[config.mk]
export PLATFORM = sky130hd
export DESIGN_NAME = phy_clock_led_reset_control
export DESIGN_NICKNAME = d
export VERILOG_FILES = /design/src/phy_hk_pkg.sv /design/src/phy_clock_led_reset_control.sv
export VERILOG_INCLUDE_DIRS = /design/src
export SDC_FILE = /design/constraint.sdc
export NUM_CORES = 1
export LEC_CHECK = 0
export ABC_CLOCK_PERIOD_IN_PS = 2400
export BUFFER_PORTS_ARGS = -buffer_cell sky130_fd_sc_hd__buf_2
export CORE_ASPECT_RATIO = 0.8
export CORE_UTILIZATION = 52
export CTS_CLUSTER_SIZE = 10
export DETAILED_ROUTE_END_ITERATION = 7
export PLACE_DENSITY = 0.87
export SLEW_MARGIN = 20
export SYNTH_ARGS = -nofsm -noshare
export SYNTH_HDL_FRONTEND = slang
export SYNTH_SLANG_ARGS = --single-unit
[constraint.sdc]
create_clock -name hclk -period 2.4 [get_ports hclk]
set_input_delay 0.12 -clock hclk [delete_from_list [all_inputs] [get_ports hclk]]
set_output_delay 0.12 -clock hclk [all_outputs]
set_load 0.05 [all_outputs]
[src/phy_hk_cfg.svh]
// Offsets, field positions, reset values and timing counts of the housekeeping block
`ifndef PHY_HK_CFG_SVH
`define PHY_HK_CFG_SVH
// Register byte offsets
`define REG_CTRL        8'h00
`define REG_STATUS      8'h04
`define REG_IRQ_STATUS  8'h08
`define REG_IRQ_MASK    8'h0C
// Control fields
`define CTRL_MODE_LSB   0
`define CTRL_DUP_BIT    2
`define CTRL_IRQ_BIT    3
`define CTRL_RESET      4'h1
`define MASK_RESET      4'h0
// Interrupt event bits
`define IRQ_LINK_BIT    0
`define IRQ_SPEED_BIT   1
`define IRQ_COL_BIT     2
`define IRQ_PDREQ_BIT   3
// Status fields
`define ST_LINK_BIT     0
`define ST_SPEED_BIT    1
`define ST_PD_BIT       2
`define ST_RMII_BIT     3
`define ST_ANEN_BIT     4
`define ST_AN1_BIT      5
`define ST_AN0_BIT      6
`define ST_RUN_BIT      7
// Timing
`define CLK_MHZ         100
`define REF_MII_MHZ     25
`define REF_RMII_MHZ    50
`define MII_HALF_CYC    (`CLK_MHZ / (2 * `REF_MII_MHZ))
`define RMII_HALF_CYC   (`CLK_MHZ / (2 * `REF_RMII_MHZ))
`define RESET_MIN_NS    1000
`define RESET_INIT_CYC  ((`RESET_MIN_NS * `CLK_MHZ + 999) / 1000)
`define BLINK_MS        50
`define BLINK_CYC       (`BLINK_MS * `CLK_MHZ * 1000)
`define BLINK_W         24
`endif

[src/phy_hk_pkg.sv]
// Types of the housekeeping block
package phy_hk_pkg;
`include "phy_hk_cfg.svh"
   // Sequence after hardware reset
   typedef enum logic [1:0] {INIT, LATCH, RUN} phase_t;
   // Whole state of the block
   typedef struct packed {
      phase_t              phase;
      logic [15:0]         init_cnt;
      logic                rmii;
      logic                an_en;
      logic                an_sel1;
      logic                an_sel0;
      logic [3:0]          ctrl;
      logic [3:0]          irq_status;
      logic [3:0]          irq_mask;
      logic                div_cnt;
      logic                sysclk;
      logic                xtal;
      logic [`BLINK_W-1:0] blink_cnt;
      logic                act_q;
      logic                link_q;
      logic                speed_q;
      logic                col_q;
      logic                pin_q;
      logic                pd;
      logic                link_indicator;
      logic                speed_indicator;
      logic                led_act;
      logic                irq;
      logic                pin_oe;
      logic                ph_valid;
      logic                ph_wr;
      logic [7:0]          ph_addr;
      logic [31:0]         rdata;
   } hk_state_t;
endpackage

[src/phy_clock_led_reset_control.sv]
// Clock forwarding, indicator, strap, reset and power-down/interrupt logic
//
// Our own choices: the address map and register access over AHB-Lite.
`timescale 1ns/10ps
// Offsets, fields and timing counts; guarded, so a second inclusion is harmless
`include "phy_hk_cfg.svh"
module phy_clock_led_reset_control
   import phy_hk_pkg::*;
#(
   parameter int BLINK_CYC = `BLINK_CYC
) (
   // Clock and reset
   input  wire logic        hclk,
   input  wire logic        hresetn,
   // AHB-Lite slave
   input  wire logic        hsel,
   input  wire logic [31:0] haddr,
   input  wire logic [1:0]  htrans,
   input  wire logic        hwrite,
   input  wire logic [2:0]  hsize,
   input  wire logic [31:0] hwdata,
   input  wire logic        hready,
   output logic             hreadyout,
   output logic [31:0]      hrdata,
   output logic             hresp,
   // Reference clock pins
   input  wire logic        ref_clock_in,
   output logic             crystal_drive_out,
   output logic             system_clock_out,
   // Line status from the transceiver core, and the RMII strap input
   input  wire logic        link_good,
   input  wire logic        speed_100,
   input  wire logic        tx_active,
   input  wire logic        rx_active,
   input  wire logic        collision,
   input  wire logic        full_duplex,
   input  wire logic        strap_rmii_in,
   // Indicator pins, strap inputs during reset
   input  wire logic        link_indicator_in,
   output logic             link_indicator_out,
   output logic             link_indicator_oe,
   input  wire logic        speed_indicator_in,
   output logic             speed_indicator_out,
   output logic             speed_indicator_oe,
   input  wire logic        activity_collision_indicator_in,
   output logic             activity_collision_indicator_out,
   output logic             activity_collision_indicator_oe,
   // Shared power-down / interrupt pin
   input  wire logic        powerdown_irq_pin_in,
   output logic             powerdown_irq_pin_out,
   output logic             powerdown_irq_pin_oe,
   // Core control and interrupt
   output logic             powerdown,
   output logic             rmii_mode,
   output logic             irq
);

   ////////////////////////////////////////////////////////////////////////////
   // Constants
   // Counter end points are cut to their register widths on purpose
   // Blink period must fit in BW bits

   localparam int             BW         = `BLINK_W;
   localparam logic [BW-1:0]  BLINK_LAST = BW'(BLINK_CYC - 1);
   localparam logic [BW-1:0]  BLINK_HALF = BW'(BLINK_CYC / 2);
   localparam logic [15:0]    INIT_LAST  = 16'(`RESET_INIT_CYC - 1);
   localparam logic           MII_DIV    = 1'(`MII_HALF_CYC - 1);
   localparam logic           RMII_DIV   = 1'(`RMII_HALF_CYC - 1);
   // Value of every flip-flop after reset
   localparam hk_state_t      RESET_ST   = '{phase: INIT,
                                             ctrl: `CTRL_RESET,
                                             irq_mask: `MASK_RESET,
                                             default: '0};

   ////////////////////////////////////////////////////////////////////////////
   // State

   hk_state_t st;              // Registered state
   hk_state_t next_st;         // Next state
   logic      run;             // Normal operation after straps
   logic      irq_mode;        // Shared pin used as interrupt
   logic [1:0] led_mode;       // Indicator mode
   logic      accept;          // Bus address phase taken
   logic      act;             // Any line activity
   logic      blink_off;       // Dark half of a blink
   logic [3:0] events;         // New interrupt events
   logic [3:0] rd_clr;         // Status bits cleared by a read
   logic [3:0] pend;           // Unmasked pending events

   assign run      = (st.phase == RUN);
   assign irq_mode = st.ctrl[`CTRL_IRQ_BIT];
   assign led_mode = st.ctrl[`CTRL_MODE_LSB +: 2];
   assign accept   = hsel && htrans[1] && hready;
   assign act      = tx_active || rx_active;
   assign pend     = st.irq_status & st.irq_mask;
   assign blink_off = (st.blink_cnt != '0) && (st.blink_cnt <= BLINK_HALF);

   ////////////////////////////////////////////////////////////////////////////
   // Next-state logic

   always_comb begin
      next_st = st;
      events  = '0;
      rd_clr  = '0;

      // Power-up sequence: wait, sample straps, run
      case (st.phase)
         INIT: begin
            if (st.init_cnt == INIT_LAST) begin
               next_st.phase = LATCH;
            end else begin
               next_st.init_cnt = st.init_cnt + 16'h0001;
            end
         end
         LATCH: begin
            next_st.rmii    = strap_rmii_in;
            next_st.an_en   = activity_collision_indicator_in;
            next_st.an_sel1 = speed_indicator_in;
            next_st.an_sel0 = link_indicator_in;
            next_st.phase   = RUN;
         end
         RUN: begin
            next_st.phase = RUN;
         end
         default: begin
            next_st.phase = INIT;
         end
      endcase

      next_st.xtal = ~ref_clock_in;

      // Divider for forwarded clock
      // Greater-or-equal: when the strap switches to RMII with the count at one,
      // the output still toggles on that edge and never skips a half period
      if (st.div_cnt >= (st.rmii ? RMII_DIV : MII_DIV)) begin
         next_st.div_cnt = 1'b0;
         next_st.sysclk  = ~st.sysclk;
      end else begin
         next_st.div_cnt = ~st.div_cnt;
      end

      // Blink timer, restarts on new activity
      next_st.act_q = act;
      if (act && !st.act_q) begin
         next_st.blink_cnt = BW'(1);
      end else if (st.blink_cnt == BLINK_LAST) begin
         next_st.blink_cnt = act ? BW'(1) : '0;
      end else if (st.blink_cnt != '0) begin
         next_st.blink_cnt = st.blink_cnt + BW'(1);
      end

      // Pin is an input unless reconfigured
      next_st.pin_q = powerdown_irq_pin_in;
      next_st.pd    = run && !irq_mode && !powerdown_irq_pin_in;

      // Indicator drive, dark while powered down
      if (!run || st.pd) begin
         next_st.link_indicator  = 1'b0;
         next_st.speed_indicator = 1'b0;
         next_st.led_act   = 1'b0;
      end else begin
         next_st.speed_indicator = speed_100;
         case (led_mode)
            2'h2: begin
               next_st.link_indicator = link_good && !blink_off;
               next_st.led_act  = collision;
            end
            2'h3: begin
               next_st.link_indicator = link_good && !blink_off;
               next_st.led_act  = st.ctrl[`CTRL_DUP_BIT] ? full_duplex : collision;
            end
            default: begin
               next_st.link_indicator = link_good;
               next_st.led_act  = act;
            end
         endcase
      end

      // Event detection for the interrupt status
      next_st.link_q  = link_good;
      next_st.speed_q = speed_100;
      next_st.col_q   = collision;
      if (run) begin
         events[`IRQ_LINK_BIT]  = link_good != st.link_q;
         events[`IRQ_SPEED_BIT] = speed_100 != st.speed_q;
         events[`IRQ_COL_BIT]   = collision && !st.col_q;
         events[`IRQ_PDREQ_BIT] = !irq_mode && st.pin_q && !powerdown_irq_pin_in;
      end

      // Data phase of a write
      if (st.ph_valid && st.ph_wr) begin
         if (st.ph_addr == `REG_CTRL) begin
            next_st.ctrl = hwdata[3:0];
         end else if (st.ph_addr == `REG_IRQ_MASK) begin
            next_st.irq_mask = hwdata[3:0];
         end
      end

      // Address phase of a transfer
      next_st.ph_valid = accept;
      next_st.ph_wr    = hwrite;
      next_st.ph_addr  = haddr[7:0];
      if (accept && !hwrite) begin
         // Reads see a write that is still in its data phase
         if (haddr[7:0] == `REG_CTRL) begin
            next_st.rdata = {28'h0000000, next_st.ctrl};
         end else if (haddr[7:0] == `REG_STATUS) begin
            next_st.rdata = {24'h000000, run, st.an_sel0, st.an_sel1,
                             st.an_en, st.rmii, st.pd, speed_100, link_good};
         end else if (haddr[7:0] == `REG_IRQ_STATUS) begin
            next_st.rdata = {28'h0000000, st.irq_status};
            rd_clr        = 4'hF;
         end else if (haddr[7:0] == `REG_IRQ_MASK) begin
            next_st.rdata = {28'h0000000, next_st.irq_mask};
         end else begin
            next_st.rdata = 32'h00000000;
         end
      end

      // Sticky status: a new event beats the read clear
      next_st.irq_status = (st.irq_status & ~rd_clr) | events;

      // Pull low only while an enabled event is pending
      next_st.irq    = |(next_st.irq_status & next_st.irq_mask);
      next_st.pin_oe = next_st.ctrl[`CTRL_IRQ_BIT] && next_st.irq;
   end

   ////////////////////////////////////////////////////////////////////////////
   // State register
   // Straps and registers are rebuilt from scratch by every reset
   // Reset branch loads constants only

   always_ff @(posedge hclk or negedge hresetn) begin
      if (!hresetn) begin
         st <= RESET_ST;
      end else begin
         st <= next_st;
      end
   end

   ////////////////////////////////////////////////////////////////////////////
   // Outputs
   // All data outputs except hreadyout, hresp and powerdown_irq_pin_out, which are constants, come straight from the state register
   // The shared pin only ever pulls low; the pull-up gives the high level

   assign hreadyout                        = 1'b1;
   assign hresp                            = 1'b0;
   assign hrdata                           = st.rdata;
   assign crystal_drive_out                = st.xtal;
   assign system_clock_out                 = st.sysclk;
   assign link_indicator_out               = st.link_indicator;
   assign speed_indicator_out              = st.speed_indicator;
   assign activity_collision_indicator_out = st.led_act;
   // Pins released until straps are taken
   assign link_indicator_oe                = run;
   assign speed_indicator_oe               = run;
   assign activity_collision_indicator_oe  = run;
   assign powerdown_irq_pin_out            = 1'b0;
   assign powerdown_irq_pin_oe             = st.pin_oe;
   assign powerdown                        = st.pd;
   assign rmii_mode                        = st.rmii;
   assign irq                              = st.irq;

   ////////////////////////////////////////////////////////////////////////////
   // Checks
   // Properties watch design state and outputs, several of them against the inputs
   // All checks are quiet while reset is held

   init_length_a: assert property (@(posedge hclk) disable iff (!hresetn)
      st.phase == INIT && st.init_cnt != INIT_LAST |=> st.phase == INIT)
      else $error("Init ended early");

   strap_oe_a: assert property (@(posedge hclk) disable iff (!hresetn)
      st.phase != RUN |-> !link_indicator_oe && !speed_indicator_oe)
      else $error("Indicator driven before straps");

   rmii_clock_a: assert property (@(posedge hclk) disable iff (!hresetn)
      st.rmii && $past(st.rmii) |-> system_clock_out != $past(system_clock_out))
      else $error("RMII clock not 50 MHz");

   mii_clock_a: assert property (@(posedge hclk) disable iff (!hresetn)
      !st.rmii && $rose(system_clock_out) |=> system_clock_out ##1 !system_clock_out)
      else $error("MII clock not 25 MHz");

   link_mode1_a: assert property (@(posedge hclk) disable iff (!hresetn)
      run && !st.pd && led_mode == 2'h1 |=> link_indicator_out == $past(link_good))
      else $error("Mode 1 link indicator wrong");

   speed_led_a: assert property (@(posedge hclk) disable iff (!hresetn)
      run && !st.pd |=> speed_indicator_out == $past(speed_100))
      else $error("Speed indicator wrong");

   act_mode1_a: assert property (@(posedge hclk) disable iff (!hresetn)
      run && !st.pd && led_mode == 2'h1 |=> activity_collision_indicator_out == $past(act))
      else $error("Mode 1 activity wrong");

   col_mode2_a: assert property (@(posedge hclk) disable iff (!hresetn)
      run && !st.pd && led_mode == 2'h2 |=>
         activity_collision_indicator_out == $past(collision))
      else $error("Mode 2 collision wrong");

   dup_mode3_a: assert property (@(posedge hclk) disable iff (!hresetn)
      run && !st.pd && led_mode == 2'h3 && st.ctrl[`CTRL_DUP_BIT] |=>
         activity_collision_indicator_out == $past(full_duplex))
      else $error("Mode 3 duplex wrong");

   blink_start_a: assert property (@(posedge hclk) disable iff (!hresetn)
      act && !st.act_q |=> st.blink_cnt == BW'(1) ##1 st.blink_cnt == BW'(2))
      else $error("Blink not restarted");

   powerdown_in_a: assert property (@(posedge hclk) disable iff (!hresetn)
      run && !irq_mode && !powerdown_irq_pin_in |=> powerdown)
      else $error("Power-down request missed");

   pin_input_a: assert property (@(posedge hclk) disable iff (!hresetn)
      !irq_mode |-> !powerdown_irq_pin_oe)
      else $error("Pin driven in power-down mode");

   pin_release_a: assert property (@(posedge hclk) disable iff (!hresetn)
      powerdown_irq_pin_oe |-> irq && !powerdown_irq_pin_out)
      else $error("Pin driven without interrupt");

   // Pending enabled interrupt must pull the pin once it is set as interrupt
   pin_pull_a: assert property (@(posedge hclk) disable iff (!hresetn)
      irq_mode && irq |-> powerdown_irq_pin_oe && !powerdown_irq_pin_out)
      else $error("Interrupt not on the pin");

   // Powered down means every indicator dark
   leds_dark_a: assert property (@(posedge hclk) disable iff (!hresetn)
      st.pd |=> !link_indicator_out && !speed_indicator_out
         && !activity_collision_indicator_out)
      else $error("Indicator lit in power-down");

   // Dark half of a blink in mode 2
   blink_dark_a: assert property (@(posedge hclk) disable iff (!hresetn)
      run && !st.pd && led_mode == 2'h2 && blink_off |=> !link_indicator_out)
      else $error("Link indicator not blinking");

   // Strap taken fresh in the latch cycle
   strap_take_a: assert property (@(posedge hclk) disable iff (!hresetn)
      st.phase == LATCH |=> rmii_mode == $past(strap_rmii_in))
      else $error("RMII strap not captured");

endmodule

==> results of run 1 <==
flip-flops by register name (all words and copies together), names as in the netlist:
name,cells
system_clock_out,1
link_indicator_out,1
crystal_drive_out,1
irq_mode,1
rmii_mode,1
powerdown_irq_pin_oe,1
st,70
led_mode,2
hrdata,8
speed_indicator_out,1
powerdown,1
activity_collision_indicator_out,1
irq,1
worst paths after layout:
| check | end | slack [ns] | cells past startpoint |
|---|---|---|---|
| max | powerdown_irq_pin_oe$_DFF_PN0_ | 0.04 | 7 |
| min | led_mode[1]$_DFF_PN0_ | 0.02 | 2 |
| max reg2reg | hrdata[3]$_DFFE_PN0P_ | 0.07 | 5 |
| min reg2reg | st[79]$_DFF_PN0_ | 0.43 | 1 |
| max in group asynchronous | led_mode[0]$_DFF_PN1_ | 1.40 | 3 |
| min in group asynchronous | crystal_drive_out$_DFF_PN0_ | 0.30 | 2 |
cell families after synthesis:
group,Yosys count,synth area share
other,2,0.00172
adders and majority gates,6,0.0172
xor gates and xnor gates,41,0.0822
AOI/OAI and AO/OA,36,0.0616
muxes,18,0.0475
and+or+nand+nor,154,0.184
buffers and inverters,67,0.0902
DFF,90,0.516
area by class of cell:
class | instances | area [um2] | share of cell area
inverter | 19 | 71.3 | 0.0143
multi-input combinational | 282 | 1820 | 0.364
clock buffer | 10 | 128 | 0.0255
clock inverter | 5 | 56.3 | 0.0113
tap | 108 | 135 | 0.0270
sequential | 90 | 2250 | 0.451
timing repair buffer | 78 | 533 | 0.107
where the power goes:
group	internal, mW	total (mW)	leakage [nW]	switching [mW]
clock	0.474	0.995	0.0921	0.521
sequential	1.57	1.63	1.19	0.0634
combinational	0.155	0.423	1.14	0.268
layout by cell type, fill, tap and decap left out, types with 3 or more instances in the layout:
master	netlist	layout
dfrtp_1	89	89
buf_2	3	48
nor2_1	47	47
xnor2_1	29	29
conb_1	2	27
nand2_1	23	23
dlygate4sd3_1	0	22
inv_1	19	19
nand3_1	16	16
nor3_1	15	15
xor2_1	12	12
nand4_1	11	11
mux2_2	10	10
clkbuf_8	0	9
buf_4	37	7
a21oi_1	6	6
a22o_1	6	6
ha_1	6	6
mux2i_1	5	5
and3_1	5	5
or3_1	4	4
nor4_1	4	4
o21ai_1	4	4
a2bb2oi_1	4	4
or4_4	3	3
or4_1	3	3
mux2_4	3	3
or2_2	3	3
a211o_1	3	3
nor2b_1	3	3
worst register-to-register path, stage by stage, from the launching register on:
cell and delay [ns]:
dfrtp_1 0.37, or4_4 0.54, or4_1 0.66, mux2i_1 0.22
a311o_1 0.31, a2bb2oi_1 0.15
metrics by stage:
| step | instances | utilization | worst slack, ns | cell area (um2) | hold WS (ns) |
|---|---|---|---|---|---|
| 2_1_floorplan | 439 | - | 0.310 | 4460 | -0.176 |
| 3_3_place_gp | 555 | 0.572 | 0.145 | 4590 | 0.162 |
| 4_1_cts | 591 | 0.621 | 0.0462 | 4980 | 0.00199 |
| 5_1_grt | 592 | 0.623 | 0.0228 | 5000 | 0.0000394 |
| 3_5_place_dp | 555 | 0.572 | 0.106 | 4590 | 0.172 |
| 6_report | 592 | 0.623 | 0.0409 | 5000 | 0.0216 |
repair_timing:
| action | 4_1_cts | 5_1_grt |
|---|---|---|
| endpoints found under the setup margin | 0 | 2 |
| hold buffers | 21 | 1 |
| hold endpoints to repair | 66 | 1 |
| resized for setup | 0 | 1 |
per-layer routing:
layer / up-vias / global-route usage / wire length (um)
li1: 1483 / - / -
met1: 1596 / 0.293 / 4000
met2: 152 / 0.381 / 4690
met3: 34 / 0.0812 / 648
met4: 0 / 0.108 / 346
met5: - / 0 / 0
==> impl_metrics.tcl, run 1 <==
set metrics [dict create \
    slew_headroom 0.570 \
    diodes 0 \
    cts_setup_buffers 0 \
    critPathMaxStageDelay_ns 0.58 \
    async_reset_ff_frac 1.00 \
    yosys_warnings 0 \
    max_freq_ghz 0.424 \
    report.final.slew_viol_count 0 \
    cts_buffers 9 \
    crit_family "simple AND/OR/NAND/NOR gates" \
    power_mw 3.05 \
    worst-path-max-fanout 4 \
    cp_slowest_cell "or4_4" \
    via_per_inst 5.52 \
    fin_setup_tns_ns 0 \
    min_from "hwdata[1]" \
    setup_viol 0 \
    yosysMostFrequentCell "dfrtp_1" \
    gp_congestion 0.895 \
    holdCritPathClass "input port to register" \
    cp_common_cell "or4_4" \
    drt_iter0_drc 186 \
    synth_top_area_share 0.510 \
    period_minus_slack_ns 2.36 \
    nets 572 \
    num-fill-cells 629 \
    rsz0062_at_grt "no" \
    powerDensity_nw_per_um2 611 \
    grt-ovfl-total 0 \
    r2r-start "st[39]$_DFF_PN0_" \
    initial_core_util 0.545 \
    period_share 0.983 \
    grt_start_max_net_pins 48 \
    endpoint_kind "register" \
    die_y_um 84.0 \
    maxCapViolCount 0 \
    drcViolationCount 0 \
    die_area_um2 8780 \
    critPathBufInv 2 \
    synth_ff_type "dfrtp_1" \
    drt-total-wl_mm 9.69 \
    hpwl_mm 6.57 \
    clk_pin_slew_ns 0.08 \
    syn_area_per_cell_um2 10.6 \
    crit_start "haddr[5]" \
    crit_type "input port to register" \
    critPathLaunchType "input port" \
    syn_inst 414 \
    synth.cell_area_um2 4370 \
    design.core.area_um2 8020 \
    ir_worst_vdd_mv 0.460 \
    synth_edf_count 0 \
    rows 29 \
    area_growth_syn_to_layout_pct 14.4 \
    htree_levels 3 \
    num_io_pins 133 \
    vias 3265 \
    layout-drive-gt1-share 0.192 \
    grt_usage 0.238 \
    insertion_delay_ns 0.37 \
    seq_area_frac_synth 0.516 \
    status "completed" \
    leakage_nw 2.42 \
    yosys-top-cells-area "dfrtp_1, buf_4, xnor2_1" \
    cts_tree "yes" \
    clock_path_buffers 2 \
    grt_pass1_wl_mm 16.1 \
    grt_pass1_vias 3382 \
    skew_ns 0.00603 \
    crit_arrival_ns 2.61 \
    numPortBuffers 49 \
    critPathRequiredTime_ns 2.65 \
    ys_ff_latch 90 \
    postRouteAntennaNets 0 \
    root_buffer "clkbuf_8" \
    wl_per_cell_um 16.4 \
    yosysTopAreaCell "dfrtp_1" \
    die_w_um 104 \
    crit_path_cell_trace "dlygate4sd3_1 > buf_2 > or4_4 > or4_4 > a22o_1 > a22oi_2 > a21oi_1" \
    antenna_found_initial 0 \
    tightestPinTransition_ns 0.636 \
    synth_common_cells "dfrtp_1, nor2_1, buf_4" \
    hold_violations 0 \
    synth.distinct_cells 50 \
    clock-sinks 90 \
    drt_pre_antenna_iters 5 \
]
No activity file was read; power rests on OpenSTA's default activity.
==> inputs of run 2 (changes only) <==
==> constraint.sdc (replaced) <==
create_clock -name hclk -period 2.4 [get_ports hclk]
set_input_delay 0.36 -clock hclk [delete_from_list [all_inputs] [get_ports hclk]]
set_output_delay 0.36 -clock hclk [all_outputs]
set_load 0.05 [all_outputs]
==> run 2 against run 1 <==
The run now ends with hold timing left; register-to-register slack improved by 0.02 ns; sequential power barely moved; total power rose by 1.4%; sequential cell count did not move; clock skew rose by 0.0043 ns; routed wire length fell by 13%; sequential share of layout area rose by 1.8 points.
==> impl_metrics.tcl, run 2 (synthesized netlist as in run 1, its figures left out) <==
set metrics [dict create \
    status "complete, but fails checks" \
    violations "hold timing" \
    skew_ns 0.0103 \
    cts_buffers 9 \
    hpwl_mm 6.22 \
    drt_iter0_drc 160 \
    drt-total-wl_mm 8.44 \
    period_minus_slack_ns 2.31 \
    slew_headroom 0.555 \
    layout-drive-gt1-share 0.205 \
    place_inst 556 \
    crit_type "register to register" \
    final_cell_mix "dfrtp_1, buf_2, nor2_1" \
    cts_resized 0 \
    reg2reg_to "hrdata[2]$_DFFE_PN0P_" \
    report.final.slew_viol_count 0 \
    rows 29 \
    initial_core_util 0.545 \
    worst-path-max-fanout 4 \
    design.core.area_um2 8020 \
    max_freq_ghz 0.432 \
    critPathMaxStageDelay_ns 0.66 \
    crit_arrival_ns 2.55 \
    critPathRequiredTime_ns 2.63 \
    nets 551 \
    die_w_um 104 \
    cts_setup_buffers 0 \
    postCtsHoldBufs 0 \
    tightestPinTransition_ns 0.658 \
    reg2reg_depth 5 \
    fin_setup_tns_ns 0 \
    num-fill-cells 650 \
    clk_pin_slew_ns 0.09 \
    setup_viol 0 \
    powerDensity_nw_per_um2 644 \
    htree_levels 3 \
    antenna_found_initial 0 \
    grt_usage 0.206 \
    maxCapViolCount 0 \
    numPortBuffers 49 \
    die_area_um2 8780 \
    drt_pre_antenna_iters 5 \
    gp_congestion 0.888 \
    regMostFlops "st" \
    drcViolationCount 0 \
    num_io_pins 133 \
    critPathBufInv 0 \
    endpoint_kind "register" \
    hold_violations 1 \
    wl_per_cell_um 14.8 \
    period_share 0.964 \
    area_growth_syn_to_layout_pct 9.97 \
    clock_path_buffers 2 \
    crit_family "simple AND/OR/NAND/NOR gates" \
    via_per_inst 5.37 \
    r2r_slack_ns 0.09 \
    grt-ovfl-total 0 \
    diodes 0 \
    instances_no_fill 572 \
    grt_pass1_vias 2995 \
    die_y_um 84.0 \
    crit_start "st[39]$_DFF_PN0_" \
    grt_pass1_wl_mm 14.1 \
    insertion_delay_ns 0.36 \
    final_common_cell "dfrtp_1" \
    cts_tree "yes" \
    grt_start_max_net_pins 46 \
    postRouteAntennaNets 0 \
    holdCritPathClass "input port to asynchronous set/reset pin" \
    clock-sinks 90 \
    leakage_nw 2.34 \
    crit_path_cell_trace "or4_4 > or4_1 > mux2_4 > o21ai_1 > a2bb2oi_1" \
    ir_worst_vdd_mv 0.401 \
    vias 3073 \
    cp_slowest_cell "or4_1" \
    rsz0062_at_grt "no" \
    fin_hold_ws_ns -0.000726 \
    largest_reg_flops 70 \
    critPathLaunchType "register" \
    root_buffer "clkbuf_8" \
    r2r-start "st[39]$_DFF_PN0_" \
]
## run 2: cell types whose count changed in the layout (fill, tap and decap cells not counted), sizes merged
cell         delta
dlygate4sd3    -22
clkinv          -2
clkinvlp        +1
inv             +2
buf             +1
## run 2: cell type report
cell class / instances / area, um2 / share of cell area
flip-flops and latches: 90 / 2250 / 0.469
multi-input cells: 282 / 1820 / 0.378
repair buffers: 57 / 320 / 0.0667
clock buffers: 10 / 138 / 0.0286
well taps: 108 / 135 / 0.0281
clock inverters: 6 / 71.3 / 0.0148
inverters: 19 / 71.3 / 0.0148
## run 2: report_power, final
part	switching (mW)	total, mW	leakage (nW)	internal (mW)
clock	0.551	1.07	0.0995	0.519
sequential	0.0651	1.64	1.19	1.57
combinational	0.256	0.388	1.05	0.132
## run 2: routing by layer
layer	up-vias	GRT usage	wire (um)
li1	1438	-	-
met1	1516	0.273	3780
met2	111	0.332	4060
met3	8	0.0554	534
met4	0	0.0597	62
met5	-	0	0
## run 2: stage by stage
| stage | worst slack [ns] | instance area (um2) | power (mW) | util | hold WS (ns) |
|---|---|---|---|---|---|
| 4_1_cts | 0.0829 | 4800 | 3.11 | 0.599 | 0.0148 |
| 3_3_place_gp | 0.0454 | 4600 | 2.03 | 0.573 | 0.392 |
| 6_report | 0.0873 | 4800 | 3.09 | 0.599 | -0.000726 |
| 5_1_grt | 0.0403 | 4800 | 3.21 | 0.599 | 0.0424 |
| 2_1_floorplan | 0.310 | 4460 | 1.96 | - | 0.0644 |
| 3_5_place_dp | 0.0410 | 4600 | 2.05 | 0.573 | 0.404 |
## run 2: worst max path at each step
stage | slack, ns | depth (start not counted) | to
floorplan | 0.31 | 5 | hrdata[1]$_DFFE_PN0P_
global placement | 0.05 | 6 | powerdown_irq_pin_oe$_DFF_PN0_
detailed placement | 0.04 | 6 | powerdown_irq_pin_oe$_DFF_PN0_
CTS | 0.08 | 5 | hrdata[3]$_DFFE_PN0P_
global route | 0.04 | 5 | hrdata[3]$_DFFE_PN0P_
finish | 0.09 | 5 | hrdata[2]$_DFFE_PN0P_
